===== src/rtl/wdg_params.svh =====
/*
 * Constants for the watchdog block: register offsets, field positions,
 * reset values and timing counts.
 * Assumes inclusion by bare name from the watchdog package and modules.
 */
`ifndef WDG_PARAMS_SVH
`define WDG_PARAMS_SVH

// ==========================================================
// register map (byte addresses on the 32-bit bus)
`define WDG_ADDR_W 4
`define WDG_OFS_CONTROL 4'h0
`define WDG_OFS_CAUSE 4'h4
`define WDG_RESP_OKAY 2'h0
`define WDG_RESP_SLVERR 2'h2

// ==========================================================
// watchdog_control fields
`define WDG_PRESC_LSB 0
`define WDG_PRESC_MSB 2
`define WDG_EN_BIT 3
`define WDG_CE_BIT 4
`define WDG_PRESC_RST 3'h0

// ==========================================================
// reset_cause_register fields
`define WDG_FLAG_BIT 3

// ==========================================================
// timing
`define WDG_SYS_CLK_HZ 50000000
`define WDG_OSC_HZ 1000000
`define WDG_TICK_DIV (`WDG_SYS_CLK_HZ / `WDG_OSC_HZ)
`define WDG_DIV_W 6
`define WDG_CE_CYCLES 4
`define WDG_CE_W 3
`define WDG_BASE_CYCLES 16384
`define WDG_CNT_W 22

`endif


===== src/rtl/wdg_pkg.sv =====
/*
 * Types shared by the watchdog modules.
 * Assumes wdg_params.svh is on the include path.
 */
`include "wdg_params.svh"

package wdg_pkg;
	// safety level chosen by the two fuses
	typedef enum logic [1:0] {
		WDG_LVL0,
		WDG_LVL1,
		WDG_LVL2
	} wdg_level_e;

	typedef logic [`WDG_CNT_W-1:0] wdg_cnt_t;
endpackage


===== src/rtl/wdg_counter.sv =====
/*
 * Watchdog timeout counter, advanced by the 1 MHz oscillator enable.
 * Assumes tick_i is a one-cycle pulse on clk_sys_i and that clear_i and
 * enable_i come from logic on the same clock.
 */
`timescale 1ns/1ps
`default_nettype none
`include "wdg_params.svh"

module wdg_counter
	import wdg_pkg::*;
#(
	parameter int unsigned BASE_CYCLES = `WDG_BASE_CYCLES
)(
	input wire logic clk_sys_i,
	input wire logic sys_rst_i,
	input wire logic tick_i,
	input wire logic clear_i,
	input wire logic enable_i,
	input wire logic [2:0] presc_i,
	output logic timeout_o
);
	// ==========================================================
	// period lookup
	// last count of the window: base doubled per prescale code, minus one
	function automatic wdg_cnt_t last_count(input logic [2:0] sel);
		last_count = wdg_cnt_t'((BASE_CYCLES << sel) - 1);
	endfunction

	wdg_cnt_t count; // oscillator cycles since last clear
	wdg_cnt_t next_count;
	logic next_timeout;

	// ==========================================================
	// next count and expiry
	always_comb
	begin
		next_count = count;
		next_timeout = 1'b0;
		// disabled or cleared: restart the window [RQ2] [RQ3]
		if (clear_i || !enable_i)
		begin
			next_count = '0;
		end
		else if (tick_i)
		begin
			// expiry: one-cycle pulse, counter restarts [RQ4]
			if (count >= last_count(presc_i))
			begin
				next_count = '0;
				next_timeout = 1'b1;
			end
			else
			begin
				next_count = count + wdg_cnt_t'(1);
			end
		end
	end

	// registers; any chip reset empties the counter [RQ3]
	always_ff @(posedge clk_sys_i)
	begin
		if (sys_rst_i)
		begin
			count <= '0;
			timeout_o <= 1'b0;
		end
		else
		begin
			count <= next_count;
			timeout_o <= next_timeout;
		end
	end
endmodule

`default_nettype wire


===== src/rtl/wdg_top.sv =====
/*
 * Watchdog timer with fuse-selected safety levels, AXI4-Lite registers.
 * Assumes: one 50 MHz clock, synchronous reset held at least 4 edges,
 * fuses static, clear instruction and power-on flag on the same clock.
 */
// How it works
// [RQ1] counter runs on own 1 MHz oscillator
// [RQ2] clear instruction zeroes the counter
// [RQ3] disable or chip reset also zeroes counter
// [RQ4] period elapsed without clear raises chip reset
// [RQ5] three prescale bits pick 16384 doubling cycles
// [RQ6] fuses pick safety level and initial enable
// [RQ7] writing enable one always enables, untimed
// [RQ8] top three control bits read zero
// [RQ9] change enable self-clears four cycles later
// [RQ10] enable zero only takes while change enable
// [RQ11] software opens sequence, disables within four
// [RQ12] level two ignores every disable attempt
// [RQ13] levels one, two: prescale needs change enable
// [RQ14] level zero: prescale changes any time
// [RQ15] second write within four, change enable zero
// [RQ16] level two: always enabled, reads one
// [RQ17] level two: second write sets prescale only
// [RQ18] timeout gives one-cycle internal reset pulse
// [RQ19] reset flag set by timeout, cleared by software
// [RQ20] oscillator-domain crossings handled safely
`timescale 1ns/1ps
`default_nettype none
`include "wdg_params.svh"

module wdg_top
	import wdg_pkg::*;
#(
	parameter int unsigned BASE_CYCLES = `WDG_BASE_CYCLES
)(
	input wire logic clk_sys_i,
	input wire logic sys_rst_i,
	input wire logic por_i,
	input wire logic wdr_i,
	input wire logic always_on_fuse_i,
	input wire logic compatibility_fuse_i,
	input wire logic [`WDG_ADDR_W-1:0] s_axi_awaddr,
	input wire logic s_axi_awvalid,
	output logic s_axi_awready,
	input wire logic [31:0] s_axi_wdata,
	input wire logic [3:0] s_axi_wstrb,
	input wire logic s_axi_wvalid,
	output logic s_axi_wready,
	output logic [1:0] s_axi_bresp,
	output logic s_axi_bvalid,
	input wire logic s_axi_bready,
	input wire logic [`WDG_ADDR_W-1:0] s_axi_araddr,
	input wire logic s_axi_arvalid,
	output logic s_axi_arready,
	output logic [31:0] s_axi_rdata,
	output logic [1:0] s_axi_rresp,
	output logic s_axi_rvalid,
	input wire logic s_axi_rready,
	output logic wdt_reset_o,
	output logic wdt_enabled_o
);
	// ==========================================================
	// fuse sampling
	// fuses are pins: three flops, value used once stages 2 and 3 agree
	logic [2:0] aon_sync;
	logic [2:0] cmp_sync;
	wdg_level_e level; // safety level, settled during reset
	wdg_level_e next_level;

	// fuse decode; always-on wins regardless of the compatibility fuse
	function automatic wdg_level_e fuse_level(input logic aon, input logic cmp);
		if (aon)
			fuse_level = WDG_LVL2;
		else if (cmp)
			fuse_level = WDG_LVL0;
		else
			fuse_level = WDG_LVL1;
	endfunction

	// level reloads only inside reset so it cannot move under software
	always_comb
	begin
		next_level = level;
		if (sys_rst_i && (aon_sync[1] == aon_sync[2]) && (cmp_sync[1] == cmp_sync[2]))
		begin
			next_level = fuse_level(aon_sync[2], cmp_sync[2]); // [RQ6]
		end
	end

	always_ff @(posedge clk_sys_i)
	begin
		aon_sync <= {aon_sync[1:0], always_on_fuse_i};
		cmp_sync <= {cmp_sync[1:0], compatibility_fuse_i};
		level <= next_level;
	end

	// ==========================================================
	// oscillator enable
	// the 1 MHz oscillator is modelled as a one-cycle enable from a divider,
	// so every crossing is same-clock and needs no synchroniser [RQ20]
	logic [`WDG_DIV_W-1:0] div_cnt;
	logic [`WDG_DIV_W-1:0] next_div_cnt;
	logic osc_tick;
	logic next_osc_tick;

	always_comb
	begin
		next_div_cnt = div_cnt + `WDG_DIV_W'(1);
		next_osc_tick = 1'b0;
		if (div_cnt == `WDG_DIV_W'(`WDG_TICK_DIV - 1))
		begin
			next_div_cnt = '0;
			next_osc_tick = 1'b1; // [RQ1]
		end
	end

	always_ff @(posedge clk_sys_i)
	begin
		if (sys_rst_i)
		begin
			div_cnt <= '0;
			osc_tick <= 1'b0;
		end
		else
		begin
			div_cnt <= next_div_cnt;
			osc_tick <= next_osc_tick;
		end
	end

	// ==========================================================
	// AXI4-Lite write path
	logic aw_held; // address accepted, waiting for data or response
	logic w_held;
	logic [`WDG_ADDR_W-1:0] aw_addr;
	logic [7:0] w_byte;
	logic w_lane0; // byte lane 0 enabled
	logic next_aw_held;
	logic next_w_held;
	logic [`WDG_ADDR_W-1:0] next_aw_addr;
	logic [7:0] next_w_byte;
	logic next_w_lane0;
	logic next_awready;
	logic next_wready;
	logic next_bvalid;
	logic [1:0] next_bresp;
	logic wr_fire; // one write is applied this cycle
	logic wr_ctrl;
	logic wr_cause;

	always_comb
	begin
		next_aw_held = aw_held;
		next_w_held = w_held;
		next_aw_addr = aw_addr;
		next_w_byte = w_byte;
		next_w_lane0 = w_lane0;
		next_bvalid = s_axi_bvalid;
		next_bresp = s_axi_bresp;
		wr_fire = 1'b0;
		// take each channel independently, in either order
		if (s_axi_awvalid && s_axi_awready)
		begin
			next_aw_held = 1'b1;
			next_aw_addr = s_axi_awaddr;
		end
		if (s_axi_wvalid && s_axi_wready)
		begin
			next_w_held = 1'b1;
			next_w_byte = s_axi_wdata[7:0];
			next_w_lane0 = s_axi_wstrb[0];
		end
		// both halves in hand and no response pending: apply and answer
		if (aw_held && w_held && !s_axi_bvalid)
		begin
			wr_fire = 1'b1;
			next_aw_held = 1'b0;
			next_w_held = 1'b0;
			next_bvalid = 1'b1;
			next_bresp = (aw_addr == `WDG_OFS_CONTROL || aw_addr == `WDG_OFS_CAUSE)
				? `WDG_RESP_OKAY : `WDG_RESP_SLVERR;
		end
		else if (s_axi_bvalid && s_axi_bready)
		begin
			next_bvalid = 1'b0;
		end
		next_awready = !next_aw_held;
		next_wready = !next_w_held;
		wr_ctrl = wr_fire && w_lane0 && (aw_addr == `WDG_OFS_CONTROL);
		wr_cause = wr_fire && w_lane0 && (aw_addr == `WDG_OFS_CAUSE);
	end

	always_ff @(posedge clk_sys_i)
	begin
		if (sys_rst_i)
		begin
			aw_held <= 1'b0;
			w_held <= 1'b0;
			aw_addr <= '0;
			w_byte <= '0;
			w_lane0 <= 1'b0;
			s_axi_awready <= 1'b0;
			s_axi_wready <= 1'b0;
			s_axi_bvalid <= 1'b0;
			s_axi_bresp <= `WDG_RESP_OKAY;
		end
		else
		begin
			aw_held <= next_aw_held;
			w_held <= next_w_held;
			aw_addr <= next_aw_addr;
			w_byte <= next_w_byte;
			w_lane0 <= next_w_lane0;
			s_axi_awready <= next_awready;
			s_axi_wready <= next_wready;
			s_axi_bvalid <= next_bvalid;
			s_axi_bresp <= next_bresp;
		end
	end

	// ==========================================================
	// watchdog_control state
	logic en; // watchdog_enable_bit
	logic ce; // change_enable_bit
	logic [`WDG_CE_W-1:0] ce_cnt; // cycles left while change enable is open
	logic [2:0] presc; // prescale_sel_bit2..0
	logic next_en;
	logic next_ce;
	logic [`WDG_CE_W-1:0] next_ce_cnt;
	logic [2:0] next_presc;
	logic wr_en_bit;
	logic wr_ce_bit;

	always_comb
	begin
		next_en = en;
		next_ce = ce;
		next_ce_cnt = ce_cnt;
		next_presc = presc;
		wr_en_bit = w_byte[`WDG_EN_BIT];
		wr_ce_bit = w_byte[`WDG_CE_BIT];
		// change-enable window runs down, then hardware clears it [RQ9]
		if (ce)
		begin
			next_ce_cnt = ce_cnt - `WDG_CE_W'(1);
			if (ce_cnt == `WDG_CE_W'(1))
				next_ce = 1'b0;
		end
		if (wr_ctrl)
		begin
			// enabling needs no sequence in any level [RQ7] [RQ10]
			if (wr_en_bit)
				next_en = 1'b1;
			// disable only inside an open window, never at level 2 [RQ10] [RQ11] [RQ12]
			else if (ce && level != WDG_LVL2)
				next_en = 1'b0;
			// prescale: free at level 0, else needs the open window [RQ13] [RQ14] [RQ17]
			if (level == WDG_LVL0 || ce)
				next_presc = w_byte[`WDG_PRESC_MSB:`WDG_PRESC_LSB]; // [RQ5]
			// opening write: change enable and enable in one write [RQ11] [RQ15] [RQ17]
			if (wr_ce_bit && wr_en_bit)
			begin
				next_ce = 1'b1;
				next_ce_cnt = `WDG_CE_W'(`WDG_CE_CYCLES);
			end
		end
		// level 2 keeps the watchdog running whatever was written [RQ16]
		if (level == WDG_LVL2)
			next_en = 1'b1;
	end

	always_ff @(posedge clk_sys_i)
	begin
		if (sys_rst_i)
		begin
			en <= (next_level == WDG_LVL2); // initial state from the fuses [RQ6]
			ce <= 1'b0;
			ce_cnt <= '0;
			presc <= `WDG_PRESC_RST;
		end
		else
		begin
			en <= next_en;
			ce <= next_ce;
			ce_cnt <= next_ce_cnt;
			presc <= next_presc;
		end
	end

	// ==========================================================
	// timeout counter and internal reset pulse
	logic timeout;

	wdg_counter #(
		.BASE_CYCLES(BASE_CYCLES)
	) u_counter (
		.clk_sys_i(clk_sys_i),
		.sys_rst_i(sys_rst_i),
		.tick_i(osc_tick),
		.clear_i(wdr_i), // [RQ2]
		.enable_i(en), // [RQ3]
		.presc_i(presc),
		.timeout_o(timeout)
	);

	// reset-cause flag: hardware set wins over a software clear
	logic cause_flag; // watchdog_reset_flag
	logic next_cause_flag;

	always_comb
	begin
		next_cause_flag = cause_flag;
		if (wr_cause && !w_byte[`WDG_FLAG_BIT])
			next_cause_flag = 1'b0; // [RQ19]
		if (timeout)
			next_cause_flag = 1'b1; // [RQ19]
	end

	// the flag survives the chip reset it reports; only power-on or a software write of zero clears it
	always_ff @(posedge clk_sys_i)
	begin
		if (por_i)
			cause_flag <= 1'b0; // [RQ19]
		else
			cause_flag <= next_cause_flag;
	end

	// one-cycle reset request; the delay counter outside starts on its fall
	always_ff @(posedge clk_sys_i)
	begin
		if (sys_rst_i)
		begin
			wdt_reset_o <= 1'b0;
			wdt_enabled_o <= 1'b0;
		end
		else
		begin
			wdt_reset_o <= timeout; // [RQ4] [RQ18]
			wdt_enabled_o <= next_en;
		end
	end

	// ==========================================================
	// AXI4-Lite read path
	logic next_arready;
	logic next_rvalid;
	logic [31:0] next_rdata;
	logic [1:0] next_rresp;

	always_comb
	begin
		next_rvalid = s_axi_rvalid;
		next_rdata = s_axi_rdata;
		next_rresp = s_axi_rresp;
		if (s_axi_arvalid && s_axi_arready)
		begin
			next_rvalid = 1'b1;
			next_rresp = `WDG_RESP_OKAY;
			next_rdata = '0; // reserved bits 7..5 and upper bits read zero [RQ8]
			if (s_axi_araddr == `WDG_OFS_CONTROL)
			begin
				next_rdata[`WDG_CE_BIT] = ce;
				next_rdata[`WDG_EN_BIT] = en || (level == WDG_LVL2); // [RQ16]
				next_rdata[`WDG_PRESC_MSB:`WDG_PRESC_LSB] = presc;
			end
			else if (s_axi_araddr == `WDG_OFS_CAUSE)
				next_rdata[`WDG_FLAG_BIT] = cause_flag;
			else
				next_rresp = `WDG_RESP_SLVERR;
		end
		else if (s_axi_rvalid && s_axi_rready)
			next_rvalid = 1'b0;
		next_arready = !next_rvalid;
	end

	always_ff @(posedge clk_sys_i)
	begin
		if (sys_rst_i)
		begin
			s_axi_arready <= 1'b0;
			s_axi_rvalid <= 1'b0;
			s_axi_rdata <= '0;
			s_axi_rresp <= `WDG_RESP_OKAY;
		end
		else
		begin
			s_axi_arready <= next_arready;
			s_axi_rvalid <= next_rvalid;
			s_axi_rdata <= next_rdata;
			s_axi_rresp <= next_rresp;
		end
	end
endmodule

`default_nettype wire


===== config.mk =====
export PLATFORM = sky130hd
export DESIGN_NAME = wdg_top
export DESIGN_NICKNAME = d
export VERILOG_FILES = /design/src/rtl/wdg_pkg.sv /design/src/rtl/wdg_counter.sv /design/src/rtl/wdg_top.sv
export VERILOG_INCLUDE_DIRS = /design/src /design/src/rtl
export SDC_FILE = /design/constraint.sdc
export NUM_CORES = 1
export LEC_CHECK = 0
export BUFFER_PORTS_ARGS = -buffer_cell sky130_fd_sc_hd__buf_2
export CAP_MARGIN = 40
export CORE_MARGIN = 10
export CORE_UTILIZATION = 46
export DETAILED_ROUTE_END_ITERATION = 8
export PLACE_DENSITY = 0.72
export SYNTH_ARGS = -nofsm -noshare
export SYNTH_HDL_FRONTEND = slang
export SYNTH_HIERARCHICAL = 1
export SYNTH_SLANG_ARGS = --single-unit
export TNS_END_PERCENT = 20

===== constraint.sdc =====
create_clock -name clk_sys_i -period 3.5 [get_ports clk_sys_i]
set_input_delay 0.35 -clock clk_sys_i [delete_from_list [all_inputs] [get_ports clk_sys_i]]
set_output_delay 0.35 -clock clk_sys_i [all_outputs]
set_load 0.05 [all_outputs]

* Word-level counts from Yosys, hierarchy flattened
Index checks and enable logic that the tools add are counted.
** Cells by class
- Shift-type cells :: 1
- Bitwise gates (word level) :: 1
- Reduce and logical (&&, ||, !) cells :: 34
- Order comparisons :: 1
- Eq/ne operators :: 9
- Muxes and demuxes :: 36
- Add/sub/neg operators :: 4
** Operators by type and width (count)
- $mux 1 :: 26
- $add 22x1->22 const B :: 1
- $ge 22x22->1 :: 1
- $mux 22 :: 1
- $shl 15x3->22 const A :: 1
- $sub 22x1->22 const B :: 1
- $logic_and 1x1->1 :: 15
- $mux 3 :: 4
- $mux 2 :: 5
- $eq 4x3->1 const B :: 2
- $logic_not 4->1 :: 2
- $add 6x1->6 const B :: 1
- $eq 6x6->1 const B :: 1
- $logic_not 1->1 :: 6
- $eq 2x2->1 const B :: 2
- $logic_or 1x1->1 :: 4
- $reduce_bool 2->1 :: 2
- $reduce_or 2->1 :: 2
- $eq 3x1->1 const B :: 1
- $reduce_or 3->1 :: 1
- $sub 3x1->3 const B :: 1
- $eq 1x1->1 :: 2
- $logic_not 2->1 :: 1
- $ne 2x2->1 const B :: 1
- other kinds (2) :: 2
** Storage, ports and cells
- Logic and storage cells :: 113
- Input bits :: 55
- Output and inout port bits :: 43
- Flip-flop bits (word level) :: 75

* Longest topological paths before layout
- Word-level depth :: 8
- Mapped depth :: 7
- Gate-level depth less buffers :: 6

* Modules after synthesis
The synthesis kept the hierarchy.
** By module, submodules not included
- wdg_top :: cells an instance 231, times used 1, sequential area each 1001.0 µm², area an instance 2058.2 µm²
- wdg_counter :: cells an instance 150, times used 1, sequential area each 460.4 µm², area an instance 1335.0 µm²

* Worst setup path before layout
OpenSTA, ideal clock, no wires.
- Path kind :: register -> register
- Start point :: register presc[2]
- End point :: register u_counter.count[0]
- Stages on the path, launching flop included :: 8
- Buffers on the path :: 1
- Period minus slack after synthesis :: 2.210 ns
- Arrival time :: 2.076 ns
- Setup time :: 0.133 ns
- Data required time :: 3.367 ns
- Slack :: 1.290 ns
- Cell sequence :: dfxtp_1 -> inv_1 -> ha_1 -> nand2_1 -> or4_1 -> o31ai_1 -> buf_2 -> nor3_1
** Between the ends
- Word-level cells in the longest chain between the ends :: 4
** Ends and longest elaborated chain
- from (decl) :: RTL line wdg_top.sv:226 : logic [2:0] presc;
- from (signal assigned) :: RTL line wdg_top.sv:279 : presc <= `WDG_PRESC_RST;
- from (signal assigned) :: RTL line wdg_top.sv:286 : presc <= next_presc;
- $shl 15x3->22 :: RTL line wdg_counter.sv:27 : last_count = wdg_cnt_t'((BASE_CYCLES << sel) - 1);
- $sub 22x1->22 :: RTL line wdg_counter.sv:27
- $ge 22x22->1 :: RTL line wdg_counter.sv:48 : if (count >= last_count(presc_i))
- $mux 22 :: RTL line wdg_counter.sv:48
- to (signal assigned) :: RTL line wdg_counter.sv:70 : count <= next_count;
- to (decl) :: RTL line wdg_counter.sv:30 : wdg_cnt_t count;
No other way between the ends.
A chain may end at the register's enable or synchronous reset.

* Final worst setup path
Ends and elaborated chain as after synthesis.

==> metrics <==
Final Hold Vio Count 0; CTS tree done; Critical Path Start presc[2]; FF-to-FF Start presc[2]; R2R depth 7; die height about 110 µm; post-CTS setup buffers 0; relative slew slack between 60% and 70%; GRT Total Usage between 10% and 20%; cts repair resizes 0; Max FO, Critical Path 22; Layout Skew around 0.0099 ns; synthesis-to-layout area growth 10.4%; Tcrit/Tclk final between 60% and 70%; DRT antenna net count 0; Post-synth top flop dfxtp_1; vias in the first global route 2670; Worst setup SP type register; Mapped Area between 3000 and 4000 µm²; largest net degree at the start of global routing 43; dominant cell type by area after synthesis dfxtp_1; fin util about half; PortBufs 38; # nets final around 500; Initial DRT Pass Iterations 4; diode count 0; placed inst area ~3600 µm²; Worst-Margin Slew roughly 0.57 ns; layout cell share with drive strength beyond 1 between 10% and 20%; final setup violation count 0; row cnt 31; PwrDens between 400 and 500 nW/µm²; CP arrival between 2 and 2.5 ns; via density per instance 5.22; Setup CP Type register to register; worst ir drop on vdd about 0.00021 V; global-route wire length before repair 11900 µm; clk sink count 73; Critical Path End u_counter/count[0]; CTS buffer count 9; HPWL Detailed approximately 5100 µm; # IOs 98; routed via count approximately 2700; clk_lat worst skew roughly 0.34 ns; reg2reg setup slack between 1 and 1.5 ns; WL/cell 13.3 µm; post-layout min period between 2 and 2.5 ns; fmax 448 MHz; die area about 11000 µm²; # DRC 0; Iter 0 DRT Violations about 160; register area share after synthesis ~43%; clock transition at the registers of the reported paths approximately 0.08 ns; capturing point of the worst reg2reg path u_counter/count[0]; Post-Synthesis Cells 381; Max Slew Vio Count 0; CTS Root Cell clkbuf_8; Netlist cell types between 50 and 60; Worst EP required 3.72 ns; Post-synth ARST share 0%; Overflow after GRT 0; Die W about 110 µm; most frequent cell after synthesis dfxtp_1; setup TNS 0 ns; Hold Crit Class input pin to register; htree depth 3; largest cells by area after synthesis dfxtp_1 (43%), buf_4 (6.4%), ha_1 (4.8%), a21oi_1 (4.0%), nand3_1 (3.8%); Hold Path Stages 1; leakage power between 1 and 1.5 nW; Synth Warn # 6; initial antenna violation count 1; RePlAce Congestion 0.767; RSZ-0062 raised after global routing no; core footprint between 7000 and 8000 µm²; initial core utilization 47.0%; Seq cells post-synth 73; Synth top cells by count dfxtp_1 (73), buf_4 (29), a21oi_1 (27); Mapped Avg Cell Area between 8 and 9 µm²; fillers approximately 680; Routed WL slightly below 7000 µm; Max Cap Viol 0; share of the synthesized area in the top cell type around 43%; Post-CTS Hold Buffers 0; Critical Path Sink Type register; Clock Tree Buf Depth 2; Final Instance Area about 3700 µm²; EDFF count, synth 0; outcome finished clean
[area by class of cell]
cell class                 instances  area, µm²  share of cell area [%]
multi-input combinational        283       1720                    46.0
sequential                        73       1460                    39.0
tap                               99        124                    3.31
inverter                          10       37.5                    1.00
clock buffer                      10        138                    3.67
clock inverter                     6       42.5                    1.14
timing repair buffer              41        220                    5.88
[placed cells by master, fill, tap and decap left out, drive strengths merged, types with 8 or more instances in the layout]
cell type | Yosys | layout
a211oi | 9 | 9
nand4 | 9 | 9
buf | 34 | 41
inv | 10 | 11
nor2 | 25 | 25
or4 | 10 | 10
xnor2 | 9 | 9
ha | 13 | 13
nor3 | 23 | 23
xor2 | 10 | 10
dfxtp | 73 | 73
clkbuf | 9 | 10
nand2 | 27 | 27
nand3 | 26 | 26
o31ai | 8 | 8
conb | 2 | 30
a21oi | 27 | 27
[worst min path at each step]
| stage | from | to | slack, ns |
|---|---|---|---|
| 2_1_floorplan | aon_sync[0] | aon_sync[1] | 0.31 |
| 3_3_place_gp | aon_sync[0] | aon_sync[1] | 0.31 |
| 3_5_place_dp | aon_sync[0] | aon_sync[1] | 0.32 |
| 4_1_cts | always_on_fuse_i | aon_sync[0] | 0.09 |
| 5_1_grt | always_on_fuse_i | aon_sync[0] | 0.09 |
| 6_report | always_on_fuse_i | aon_sync[0] | 0.10 |
[power by group]
group          total [mW]  switching [mW]  internal, mW
combinational       0.187           0.145        0.0424
clock               0.591           0.314         0.277
sequential          0.881          0.0239         0.857
[critical path, stage by stage, from the launching register on]
cell	delay, ns
dfxtp_1	0.48
inv_1	0.08
ha_1	0.30
nand2_1	0.06
or4_1	0.56
o31ai_2	0.23
buf_4	0.30
nor3_1	0.08
[routing by layer]
metal | GRT usage [%] | up-vias | routed length (µm)
met5 | 0 | - | 14
met4 | 5.90 | 2 | 147
met3 | 4.08 | 12 | 417
met2 | 21.0 | 54 | 3300
met1 | 14.0 | 1292 | 3030
li1 | - | 1367 | -
[metrics by stage]
stage / setup slack, ns / cells / power [mW] / hold WS [ns]
floorplan: 1.29 / 409 / 1.07 / 0.310
global placement: 1.24 / 505 / 1.08 / 0.311
detailed placement: 1.27 / 506 / 1.09 / 0.316
CTS: 1.26 / 522 / 1.67 / 0.0925
global route: 1.09 / 522 / 1.73 / 0.0947
finish: 1.27 / 522 / 1.66 / 0.102
[registers in the layout, summed over array words and instances, names as in the netlist, 2 cells and up]
| name | count |
|---|---|
| u_counter/count | 22 |
| div_cnt | 6 |
| s_axi_rdata | 5 |
| w_byte | 5 |
| aw_addr | 4 |
| aon_sync | 3 |
| ce_cnt | 3 |
| cmp_sync | 3 |
| presc | 3 |
| level | 2 |
[kinds of logic (layout without fill, tap and decap cells)]
group / Yosys count / count (layout) / synth area share [%]
XOR/XNOR: 19 / 19 / 4.90
other: 2 / 30 / 0.221
adder cells (fa/ha/maj): 13 / 13 / 4.79
flip-flops: 73 / 73 / 43.1
AND/OR/NAND/NOR: 152 / 152 / 23.9
AO/OA/AOI/OAI: 64 / 64 / 12.2
multiplexers: 5 / 5 / 1.51
buffers and inverters: 53 / 67 / 9.37
Power figures use the tool's default switching activity.
